## config.mk

```make
export PLATFORM = sky130hd
export DESIGN_NAME = lead_reserve_arbiter
export DESIGN_NICKNAME = d
export VERILOG_FILES = /design/src/hw/lead_reserve_pkg.sv /design/src/hw/lead_reserve_arbiter.sv /design/src/hw/input_sync.sv
export SDC_FILE = /design/constraint.sdc
export NUM_CORES = 1
export LEC_CHECK = 0
export BUFFER_PORTS_ARGS = -buffer_cell sky130_fd_sc_hd__buf_2
export CORE_MARGIN = 4
export CORE_UTILIZATION = 49
export DETAILED_ROUTE_END_ITERATION = 16
export GPL_ROUTABILITY_DRIVEN = 0
export GPL_TIMING_DRIVEN = 0
export PLACE_DENSITY_LB_ADDON = 0.15
export SLEW_MARGIN = 40
export SYNTH_ARGS = -nofsm -noshare
export SYNTH_HDL_FRONTEND = slang
export SYNTH_SLANG_ARGS = --single-unit
export TNS_END_PERCENT = 50
```

## constraint.sdc

```tcl
create_clock -name aclk -period 1.5 [get_ports aclk]
set_input_delay 0.075 -clock aclk [delete_from_list [all_inputs] [get_ports aclk]]
set_output_delay 0.075 -clock aclk [all_outputs]
set_load 0.05 [all_outputs]
```

## src/hw/lead_reserve_pkg.sv

```systemverilog
// Purpose: constants for the lead/reserve arbiter of a redundant cpu pair
// Assumes: 50 MHz aclk, axi4-lite register access
// Notes: offsets are byte addresses of aligned 32-bit words
// What this block does
// - first cpu to become available takes lead, other takes reserve, no setup
// - simultaneous availability at start-up gives lead to left rack position
// - lead fault or power loss starts failover; reserve becomes the new lead
// - reserve fault or power loss only raises a diagnostic in the lead
// - after failover the new lead keeps the role; no automatic return
// - lead loss of any i/o rack or processor exception triggers failover
// - loss of host, serial slave, operator or peer links never fails over
// - manual failover from key switch, pc, modbus host or status block
// - failure detection plus failover completes within 4 analog cycles
// - modes run, run/program, program; change from key, pc, host word 0 bit 6
// - lead and reserve always share one mode; program on lead forces reserve
// - run mode executes everything and rejects on-line edits
// - run/program executes, accepts edits, stores them in ram and flash
// - program mode turns outputs off, stops blocks, accepts configuration
// - leaving program cold-starts history blocks and stores config in ram, flash
// - lead polls racks, both cpus read and execute, only lead writes outputs
// - scan period at least 500 ms analog; the 53 ms logic count runs but paces no scan
// - fixed block order; slots 1..100 system, user blocks from 101
// - inputs sampled before scan; outputs at scan end except pulse output blocks
// - lead copies run data each cycle, config on download and reserve bring-up
// - cpus exchange status through the rack scanners to judge failover
// - reserve never transmits on networks until it becomes lead
package lead_reserve_pkg;
  localparam logic [7:0] reg_ctrl = 8'h00;
  localparam logic [7:0] reg_host_word = 8'h04;
  localparam logic [7:0] reg_status = 8'h08;
  localparam logic [7:0] reg_diag = 8'h0c;
  localparam logic [7:0] reg_scan = 8'h10;
  // ctrl bits: [1:0] mode request, 2 mode write, 3 manual failover pc,
  // 4 manual failover modbus host, 5 config download, 6 edit request
  localparam int ctrl_mode_lo = 0;
  localparam int ctrl_mode_wr = 2;
  localparam int ctrl_fo_pc = 3;
  localparam int ctrl_fo_host = 4;
  localparam int ctrl_download = 5;
  localparam int ctrl_edit = 6;
  localparam int host_prog_bit = 6;
  localparam int diag_reserve_fault = 0;
  localparam int diag_edit_rejected = 1;
  localparam int diag_failover_seen = 2;
  localparam int analog_scan_ms = 500;
  localparam int logic_scan_ms = 53;
  localparam int clk_mhz = 50;
  localparam int analog_scan_cycles = analog_scan_ms * 1000 * clk_mhz;
  localparam int logic_scan_cycles = logic_scan_ms * 1000 * clk_mhz;
  localparam int failover_max_cycles = 4;
  localparam int system_blocks = 100;
  localparam int first_user_block = 101;
  localparam logic [1:0] mode_run = 2'h0;
  localparam logic [1:0] mode_runprog = 2'h1;
  localparam logic [1:0] mode_prog = 2'h2;
  localparam logic [1:0] resp_okay = 2'h0;
  localparam logic [1:0] resp_slverr = 2'h2;
  localparam logic [31:0] reset_word = 32'h0000_0000;
  typedef enum logic [2:0] {
    st_idle, st_sample, st_exec, st_update, st_sync
  } scan_state_t;
endpackage

```

## src/hw/lead_reserve_arbiter.sv

```systemverilog
// Purpose: lead/reserve arbitration, failover, mode and scan sequencing
// Assumes: pins from rack, switch module and peer are asynchronous
// Notes: one instance per cpu; left_position strap tells the rack slot
//
// Chosen here: the AXI4-Lite slave port and the placing of the registers.
`timescale 1ns/1ns
`default_nettype none
module lead_reserve_arbiter #(
  parameter int analog_cycles = lead_reserve_pkg::analog_scan_cycles,
  parameter int logic_cycles = lead_reserve_pkg::logic_scan_cycles,
  parameter int block_count = 128
) (
  input wire logic aclk,
  input wire logic aresetn,
  input wire logic ce,
  input wire logic self_available,
  input wire logic peer_available,
  input wire logic peer_is_lead,
  input wire logic left_position,
  input wire logic self_fault,
  input wire logic peer_fault,
  input wire logic rack_comm_lost,
  input wire logic proc_exception,
  input wire logic host_comm_lost,
  input wire logic slave_comm_lost,
  input wire logic oi_comm_lost,
  input wire logic peer_ctrl_comm_lost,
  input wire logic key_failover,
  input wire logic redundancy_status_block_failover,
  input wire logic [1:0] key_mode,
  input wire logic [1:0] peer_mode,
  input wire logic [31:0] s_axi_awaddr,
  input wire logic s_axi_awvalid,
  output logic s_axi_awready,
  input wire logic [31:0] s_axi_wdata,
  input wire logic [3:0] s_axi_wstrb,
  input wire logic s_axi_wvalid,
  output logic s_axi_wready,
  output logic [1:0] s_axi_bresp,
  output logic s_axi_bvalid,
  input wire logic s_axi_bready,
  input wire logic [31:0] s_axi_araddr,
  input wire logic s_axi_arvalid,
  output logic s_axi_arready,
  output logic [31:0] s_axi_rdata,
  output logic [1:0] s_axi_rresp,
  output logic s_axi_rvalid,
  input wire logic s_axi_rready,
  output logic is_lead,
  output logic is_reserve,
  output logic failover_pulse,
  output logic [1:0] mode,
  output logic status_to_peer,
  output logic poll_racks,
  output logic sample_inputs,
  output logic exec_block,
  output logic [7:0] block_num,
  output logic user_block,
  output logic write_outputs,
  output logic outputs_off,
  output logic net_tx_enable,
  output logic sync_runtime,
  output logic sync_config,
  output logic cold_start,
  output logic store_flash,
  output logic reserve_diag
);
  // ---------------------------------------------------------------
  // pin synchronisers
  // ---------------------------------------------------------------
  localparam int npins = 18;
  logic [npins-1:0] pins_raw;
  logic [npins-1:0] pins;
  assign pins_raw = {peer_mode, key_mode, redundancy_status_block_failover, key_failover,
                     peer_ctrl_comm_lost, oi_comm_lost, slave_comm_lost, host_comm_lost,
                     proc_exception, rack_comm_lost, peer_fault, self_fault, left_position,
                     peer_is_lead, peer_available, self_available};
  input_sync #(.width(npins)) u_sync (
    .aclk(aclk),
    .aresetn(aresetn),
    .ce(ce),
    .d(pins_raw),
    .q(pins)
  );
  logic s_avail, p_avail, p_lead, s_left, s_fault, p_fault, s_rack, s_exc;
  logic s_keyfo, s_rsfo;
  logic [1:0] s_keymode, s_peermode;
  assign s_avail = pins[0];
  assign p_avail = pins[1];
  assign p_lead = pins[2];
  assign s_left = pins[3];
  assign s_fault = pins[4];
  assign p_fault = pins[5];
  assign s_rack = pins[6];
  assign s_exc = pins[7];
  assign s_keyfo = pins[12];
  assign s_rsfo = pins[13];
  assign s_keymode = pins[15:14];
  assign s_peermode = pins[17:16];
  // pins[11:8] are the non-failover link losses; they deliberately feed nothing

  // ---------------------------------------------------------------
  // state
  // ---------------------------------------------------------------
  typedef struct packed {
    logic decided;
    logic lead;
    logic fo;
    logic [1:0] mode;
    logic cold;
    logic flash;
    logic [31:0] host_word;
    logic [7:0] ctrl;
    logic [2:0] diag;
    lead_reserve_pkg::scan_state_t st;
    logic [31:0] scan_cnt;
    logic [31:0] logic_cnt;
    logic [7:0] blk;
    logic [1:0] fo_cnt;
    logic peer_was_avail;
    logic cfg_sync;
    logic rt_sync;
    logic awr;
    logic wr;
    logic bv;
    logic rv;
    logic [31:0] rd;
    logic [1:0] rresp;
    logic [1:0] bresp;
    logic keyfo_d;
    logic rsfo_d;
    logic [1:0] key_d;
    logic arr;
  } state_t;
  state_t s_r, s_nxt;

  logic manual_fo, auto_fo, wr_go, edit_ok;
  logic [7:0] waddr, raddr;
  assign waddr = s_axi_awaddr[7:0];
  assign raddr = s_axi_araddr[7:0];
  assign wr_go = s_axi_awvalid && s_axi_wvalid && !s_r.bv;

  always_comb begin
    s_nxt = s_r;
    s_nxt.fo = 1'b0;
    s_nxt.cold = 1'b0;
    s_nxt.flash = 1'b0;
    s_nxt.cfg_sync = 1'b0;
    s_nxt.rt_sync = 1'b0;
    s_nxt.keyfo_d = s_keyfo;
    s_nxt.rsfo_d = s_rsfo;
    s_nxt.key_d = s_keymode;
    edit_ok = 1'b0;
    // -------------------------------------------------------------
    // start-up arbitration
    // -------------------------------------------------------------
    if (!s_r.decided && s_avail) begin
      s_nxt.decided = 1'b1;
      if (p_lead) begin
        s_nxt.lead = 1'b0;
      end else if (p_avail) begin
        s_nxt.lead = s_left;
      end else begin
        s_nxt.lead = 1'b1;
      end
    end
    // -------------------------------------------------------------
    // failover: lead faults hand over, reserve faults only flag
    // -------------------------------------------------------------
    manual_fo = (s_keyfo && !s_r.keyfo_d) || (s_rsfo && !s_r.rsfo_d)
                || (wr_go && waddr == lead_reserve_pkg::reg_ctrl
                    && (s_axi_wdata[lead_reserve_pkg::ctrl_fo_pc]
                        || s_axi_wdata[lead_reserve_pkg::ctrl_fo_host]));
    auto_fo = s_fault || s_rack || s_exc;
    if (s_r.decided && s_r.lead && (auto_fo || manual_fo) && p_avail && !p_fault) begin
      // handover completes in this cycle, far inside the 4-cycle budget
      s_nxt.lead = 1'b0;
      s_nxt.fo = 1'b1;
      s_nxt.diag[lead_reserve_pkg::diag_failover_seen] = 1'b1;
    end else if (s_r.decided && !s_r.lead && !p_lead && (p_fault || !p_avail)) begin
      s_nxt.lead = 1'b1;
      s_nxt.fo = 1'b1;
      s_nxt.diag[lead_reserve_pkg::diag_failover_seen] = 1'b1;
    end
    if (s_r.lead && (p_fault || !p_avail)) begin
      s_nxt.diag[lead_reserve_pkg::diag_reserve_fault] = 1'b1;
    end
    // -------------------------------------------------------------
    // mode: key, pc register, host word bit 6; reserve follows lead
    // -------------------------------------------------------------
    // key acts on changes only; a steady key must not undo pc or host writes
    if (s_r.decided && !s_r.lead && p_avail) begin
      s_nxt.mode = s_peermode;
    end else if (s_r.lead && s_keymode != s_r.key_d && s_keymode != 2'h3) begin
      s_nxt.mode = s_keymode;
    end
    if (wr_go && s_r.lead) begin
      case (waddr)
        lead_reserve_pkg::reg_ctrl: begin
          s_nxt.ctrl = s_axi_wdata[7:0];
          if (s_axi_wdata[lead_reserve_pkg::ctrl_mode_wr]
              && s_axi_wdata[1:0] != 2'h3) begin
            s_nxt.mode = s_axi_wdata[1:0];
          end
          if (s_axi_wdata[lead_reserve_pkg::ctrl_edit]) begin
            edit_ok = s_r.mode != lead_reserve_pkg::mode_run;
            s_nxt.diag[lead_reserve_pkg::diag_edit_rejected] = !edit_ok;
            s_nxt.flash = edit_ok;
            s_nxt.cfg_sync = edit_ok;
          end
          if (s_axi_wdata[lead_reserve_pkg::ctrl_download]) begin
            s_nxt.cfg_sync = 1'b1;
          end
        end
        lead_reserve_pkg::reg_host_word: begin
          s_nxt.host_word = s_axi_wdata;
          s_nxt.mode = s_axi_wdata[lead_reserve_pkg::host_prog_bit]
                       ? lead_reserve_pkg::mode_prog
                       : lead_reserve_pkg::mode_run;
        end
        lead_reserve_pkg::reg_diag: begin
          // write one to clear; a fresh event this cycle wins
          s_nxt.diag = s_r.diag & ~s_axi_wdata[2:0] | (s_nxt.diag & ~s_r.diag);
        end
        default: begin
        end
      endcase
    end
    if (s_r.mode == lead_reserve_pkg::mode_prog && s_nxt.mode != lead_reserve_pkg::mode_prog) begin
      s_nxt.cold = 1'b1;
      s_nxt.flash = 1'b1;
    end
    // reserve coming on-line gets the configuration database
    s_nxt.peer_was_avail = p_avail;
    if (s_r.lead && p_avail && !s_r.peer_was_avail) begin
      s_nxt.cfg_sync = 1'b1;
    end
    // -------------------------------------------------------------
    // scan sequencer
    // -------------------------------------------------------------
    s_nxt.scan_cnt = (s_r.scan_cnt == 32'(analog_cycles - 1)) ? '0 : s_r.scan_cnt + 32'h1;
    s_nxt.logic_cnt = (s_r.logic_cnt == 32'(logic_cycles - 1)) ? '0 : s_r.logic_cnt + 32'h1;
    case (s_r.st)
      lead_reserve_pkg::st_idle: begin
        // a scan never starts faster than the analog period
        if (s_r.decided && s_r.scan_cnt == '0) begin
          s_nxt.st = lead_reserve_pkg::st_sample;
        end
      end
      lead_reserve_pkg::st_sample: begin
        s_nxt.blk = 8'h1;
        s_nxt.st = (s_r.mode == lead_reserve_pkg::mode_prog)
                   ? lead_reserve_pkg::st_update : lead_reserve_pkg::st_exec;
      end
      lead_reserve_pkg::st_exec: begin
        if (s_r.blk == 8'(block_count) || s_r.mode == lead_reserve_pkg::mode_prog) begin
          s_nxt.st = lead_reserve_pkg::st_update;
        end else begin
          s_nxt.blk = s_r.blk + 8'h1;
        end
      end
      lead_reserve_pkg::st_update: begin
        s_nxt.st = lead_reserve_pkg::st_sync;
      end
      lead_reserve_pkg::st_sync: begin
        s_nxt.rt_sync = s_nxt.lead;
        s_nxt.st = lead_reserve_pkg::st_idle;
      end
      default: begin
        s_nxt.st = lead_reserve_pkg::st_idle;
      end
    endcase
    // -------------------------------------------------------------
    // axi4-lite slave: one outstanding write and read
    // -------------------------------------------------------------
    s_nxt.awr = wr_go;
    s_nxt.arr = s_axi_arvalid && !s_r.rv;
    if (wr_go) begin
      s_nxt.bv = 1'b1;
      s_nxt.bresp = (waddr == lead_reserve_pkg::reg_ctrl || waddr == lead_reserve_pkg::reg_host_word
                     || waddr == lead_reserve_pkg::reg_diag)
                    ? lead_reserve_pkg::resp_okay : lead_reserve_pkg::resp_slverr;
    end else if (s_r.bv && s_axi_bready) begin
      s_nxt.bv = 1'b0;
    end
    if (s_axi_arvalid && !s_r.rv) begin
      s_nxt.rv = 1'b1;
      s_nxt.rresp = lead_reserve_pkg::resp_okay;
      case (raddr)
        lead_reserve_pkg::reg_ctrl: s_nxt.rd = {24'h0, s_r.ctrl};
        lead_reserve_pkg::reg_host_word: s_nxt.rd = s_r.host_word;
        lead_reserve_pkg::reg_status: s_nxt.rd = {24'h0, s_r.st, s_r.mode, s_r.decided,
                                                   !s_r.lead, s_r.lead};
        lead_reserve_pkg::reg_diag: s_nxt.rd = {29'h0, s_r.diag};
        lead_reserve_pkg::reg_scan: s_nxt.rd = {24'h0, s_r.blk};
        default: begin
          s_nxt.rd = lead_reserve_pkg::reset_word;
          s_nxt.rresp = lead_reserve_pkg::resp_slverr;
        end
      endcase
    end else if (s_r.rv && s_axi_rready) begin
      s_nxt.rv = 1'b0;
    end
  end

  always_ff @(posedge aclk) begin
    if (!aresetn) begin
      s_r <= '0;
      s_r.mode <= lead_reserve_pkg::mode_prog;
      s_r.st <= lead_reserve_pkg::st_idle;
    end else if (ce) begin
      s_r <= s_nxt;
    end
  end

  // ---------------------------------------------------------------
  // registered outputs
  // ---------------------------------------------------------------
  always_ff @(posedge aclk) begin
    if (!aresetn) begin
      {is_lead, is_reserve, failover_pulse, status_to_peer, poll_racks} <= '0;
      {sample_inputs, exec_block, user_block, write_outputs, net_tx_enable} <= '0;
      {sync_runtime, sync_config, cold_start, store_flash, reserve_diag} <= '0;
      mode <= lead_reserve_pkg::mode_prog;
      outputs_off <= 1'b1;
      block_num <= 8'h0;
    end else if (ce) begin
      is_lead <= s_nxt.decided && s_nxt.lead;
      is_reserve <= s_nxt.decided && !s_nxt.lead;
      failover_pulse <= s_nxt.fo;
      mode <= s_nxt.mode;
      status_to_peer <= s_nxt.decided && !(s_fault || s_rack || s_exc);
      poll_racks <= s_nxt.lead && s_nxt.st == lead_reserve_pkg::st_sample;
      sample_inputs <= s_nxt.st == lead_reserve_pkg::st_sample;
      exec_block <= s_nxt.st == lead_reserve_pkg::st_exec;
      block_num <= s_nxt.blk;
      user_block <= s_nxt.blk >= 8'(lead_reserve_pkg::first_user_block);
      // failover pulses no outputs; racks keep their last values meanwhile
      write_outputs <= s_nxt.lead && s_nxt.st == lead_reserve_pkg::st_update
                       && s_nxt.mode != lead_reserve_pkg::mode_prog;
      outputs_off <= s_nxt.mode == lead_reserve_pkg::mode_prog;
      net_tx_enable <= s_nxt.decided && s_nxt.lead;
      sync_runtime <= s_nxt.rt_sync;
      sync_config <= s_nxt.cfg_sync;
      cold_start <= s_nxt.cold;
      store_flash <= s_nxt.flash;
      reserve_diag <= s_nxt.diag[lead_reserve_pkg::diag_reserve_fault];
    end
  end
  assign s_axi_awready = s_r.awr;
  assign s_axi_wready = s_r.awr;
  assign s_axi_bvalid = s_r.bv;
  assign s_axi_bresp = s_r.bresp;
  assign s_axi_arready = s_r.arr;
  assign s_axi_rvalid = s_r.rv;
  assign s_axi_rdata = s_r.rd;
  assign s_axi_rresp = s_r.rresp;
endmodule
`default_nettype wire

```

## src/hw/input_sync.sv

```systemverilog
// Purpose: two flip-flop synchroniser for a group of pin inputs
// Assumes: single aclk domain
// Notes: first stage is read only by the second
`timescale 1ns/1ns
`default_nettype none
module input_sync #(
  parameter int width = 8
) (
  input wire logic aclk,
  input wire logic aresetn,
  input wire logic ce,
  input wire logic [width-1:0] d,
  output logic [width-1:0] q
);
  logic [width-1:0] meta_r;
  always_ff @(posedge aclk) begin
    if (!aresetn) begin
      meta_r <= '0;
      q <= '0;
    end else if (ce) begin
      meta_r <= d;
      q <= meta_r;
    end
  end
endmodule
`default_nettype wire

```

==> impl_metrics.toml <==
[floorplan]
die_h_um = 136
initial_utilization_pct = 50.4
dieArea_um2 = 18600
core_area_um2 = 16000
row_count = 46
die_w_um = 136
pin_count = 193

[worst_setup_path]
cp.arrival_ps = 2120
rrSetupSlack_ps = -270
cp.depth = 6
critical_path_class = "flop to flop"
rr_worst_depth = 6
worst_setup_path_start_kind = "flop"
cp_max_fo = 6
critPathBufInv = 0
cp_data_required_time_ps = 1850
cp_top_family = "compound AO/OA/AOI/OAI gates"
timing.rr.start = "u_sync.q[4]"
r2r_end = "write_outputs"
cp_slowest_stage_delay_ps = 410
cp-end-kind = "flop"
slowest_stage = "or3_4"
path_cells = "or3_4 -> a221oi_4 -> o21ai_4 -> a41oi_4 -> nand3_1 -> o31ai_1"

[sta]
maxSlewHeadroom_pct = 50.3
fmax_mhz = 565
fin_crit_sh_pct = 118
tightest_slew_ps = 745
layout_setup_ws_ps = -269
fin_skew_ps = 11.6
hold_viol = 0
period_needed_ps = 1770
maxSlewViolCount = 0
setup_violations = 95
grt_setup_unrepaired = "true"

[global_routing]
grt_util_met2_pct = 41.6
use_met3_pct = 4.18
first_global_vias = 7366
grt_max_degree = 17
grt.busiest_layer = "met2"
grt_remaining_overflow = 0
grt_pass1_wl_um = 37100
grt.total_usage_pct = 25.2
antenna_found_initial = 0
met1_usage_pct = 33.8

[placed_design]
post-place-ws_ps = -431
dpl.hpwl_um = 15600
port_buffers = 130

[routing]
post-route-drc-count = 0
vias = 7656
ant_nets = 0
wirelength_um = 23600
dr.pass1.iters = 5
wl_per_cell_um = 16.6
vias_per_cell = 5.39
drtIter0Drc = 511

[clock_network]
numCtsBuffers = 17
cts_root_buf = "clkbuf_16"
cts_tree = "built"
clk_path_buf_depth = 2
cts_sinks = 175
clk_latency_ps = 430
cts-htree-levels = 4
clk_pin_slew_worst_paths_ps = 70

[power]
internal_power_mw = 7.65
pwr-share-clk_pct = 43.1
power_frac_comb_pct = 9.8
switching_share_pct = 24.7
power_leakage_nw = 4.57
power_frac_seq_pct = 47.1
switching_power_mw = 2.51
ir_drop_mv = 0.773
finalPower_mw = 10.2
cellPowerDensity_nw_per_um2 = 920

[min_path]
holdPathEnd = "s_r[125]"
min-delay-start = "s_axi_awaddr[3]"
hold_path.class = "input port to flop"
holdPathStages = 4

[logic_synthesis]
async_reset_ff_share_pct = 0
ys_ff_latch = 175
seq_area_frac_synth_pct = 43.5
ys_warn_count = 0
synth.cell_area_um2 = 8060
synth_edf_count = 0
synth_cell_types = 71
syn-mean-instance-area_um2 = 8.30
synth_cells = 971
synth_flop_cell = "dfxtp_1"

[finish]
diodes = 0
final_util_pct = 69.0
area_growth_pct = 37.0
drive_gt1_share_pct = 33.9
final_common_cell = "dfxtp_1"
final_cell_mix = "dfxtp_1, buf_2, nor2_1"
nNetsFinal = 1323

[job]
cap_viol_max_count = 0

[run_status]
run_status = "finished with violations"
violations = "negative setup slack"
## sequential cells by signal, indices dropped and copies added, names as in the netlist, 2 cells and up
signal and flops:
block_num 8, mode 2, s_axi_rdata 32, s_r 85, u_sync.meta_r 14, u_sync.q 14
## through the flow
stage | cells | hold WS (ps) | instance area (um2) | TNS, ps
5_1_grt | 1421 | 138 | 11000 | -25540
2_1_floorplan | 972 | 183 | 8150 | -2810
4_1_cts | 1419 | 80.2 | 10800 | -15660
3_5_place_dp | 1318 | 319 | 9070 | -44890
3_3_place_gp | 1318 | 310 | 9070 | -38530
6_report | 1421 | 99.3 | 11000 | -16020
## synth_stat cells, types with 8 or more instances
cell type  count  area (um2)
dfxtp_1      175        3500
clkbuf_1      35         131
xor2_1        21         184
and3_1         9        56.3
nor2b_1        8        50.1
nor2_1       114         428
buf_2         17        85.1
nand2b_1       8        50.1
mux2i_1       44         440
o21ai_0       37         185
a21oi_1       88         440
nand3_1       48         240
nand2_1      147         552
a22oi_1       11        82.6
inv_1         15        56.3
xnor2_1       10        87.6
nand4_1       16         100
nor3_1        10        50.1
buf_4         49         368
## routing by layer
layer  vias up  wire length [um]
met1      3608             10300
met2       249             11400
met3        38              1470
li1       3761                 -
met5         -                 0
met4         0               456
## cell type report
class / instances / area (um2)
repair buffers: 206 / 1470
flip-flops and latches: 175 / 3550
well taps: 216 / 270
inverters: 16 / 60.1
plain buffers: 103 / 717
multi-input cells: 674 / 4400
clock inverters: 9 / 106
clock buffers: 22 / 464
fillers: 1299 / 4960
## worst min-delay path, delay by kind of cell
family                 cells  cell delay (ps)
AO/OA/AOI/OAI              1              150
buffers and inverters      1              140
AND/OR/NAND/NOR            2              110
## worst max path at each step
stage	end	startpoint	slack, ps
after floorplan	s_r[116]	s_r[93]	-60
after global placement	write_outputs	s_r[174]	-390
after detailed placement	write_outputs	s_r[174]	-430
after CTS	write_outputs	u_sync.q[4]	-290
after global routing	s_r[108]	s_r[101]	-380
final	write_outputs	u_sync.q[4]	-270
## power by group through the flow
stage | Clock [mW] | Sequential (mW) | Combinational (mW)
final | 4.37 | 4.79 | 0.994
after global routing | 4.61 | 4.79 | 1.07
after CTS | 4.39 | 4.79 | 0.961
after detailed placement | 0 | 4.89 | 0.803
after global placement | 0 | 4.89 | 0.799
after floorplan | 0 | 4.92 | 0.477
## logic make-up (layout without fill, tap and decap cells)
family	Yosys count	in the layout	share of synthesized area [%]
AO/OA/AOI/OAI	187	187	14.2
adder cells (fa/ha/maj)	4	4	0.621
flip-flops	175	175	43.5
other	1	2	0.0465
multiplexers	45	45	5.61
XOR/XNOR	31	31	3.37
AND/OR/NAND/NOR	405	405	24.2
buffers and inverters	123	356	8.56
## repair_timing
item | CTS | global route
pin swaps | 32 | 37
setup endpoints to repair | 129 | 120
hold buffers | 48 | 0
endpoints found under the hold margin | 58 | 0
setup buffers | 20 | 3
cloned | 5 | 1
gates resized for setup | 107 | 74
Note: power is estimated with default switching activity, not from simulation.
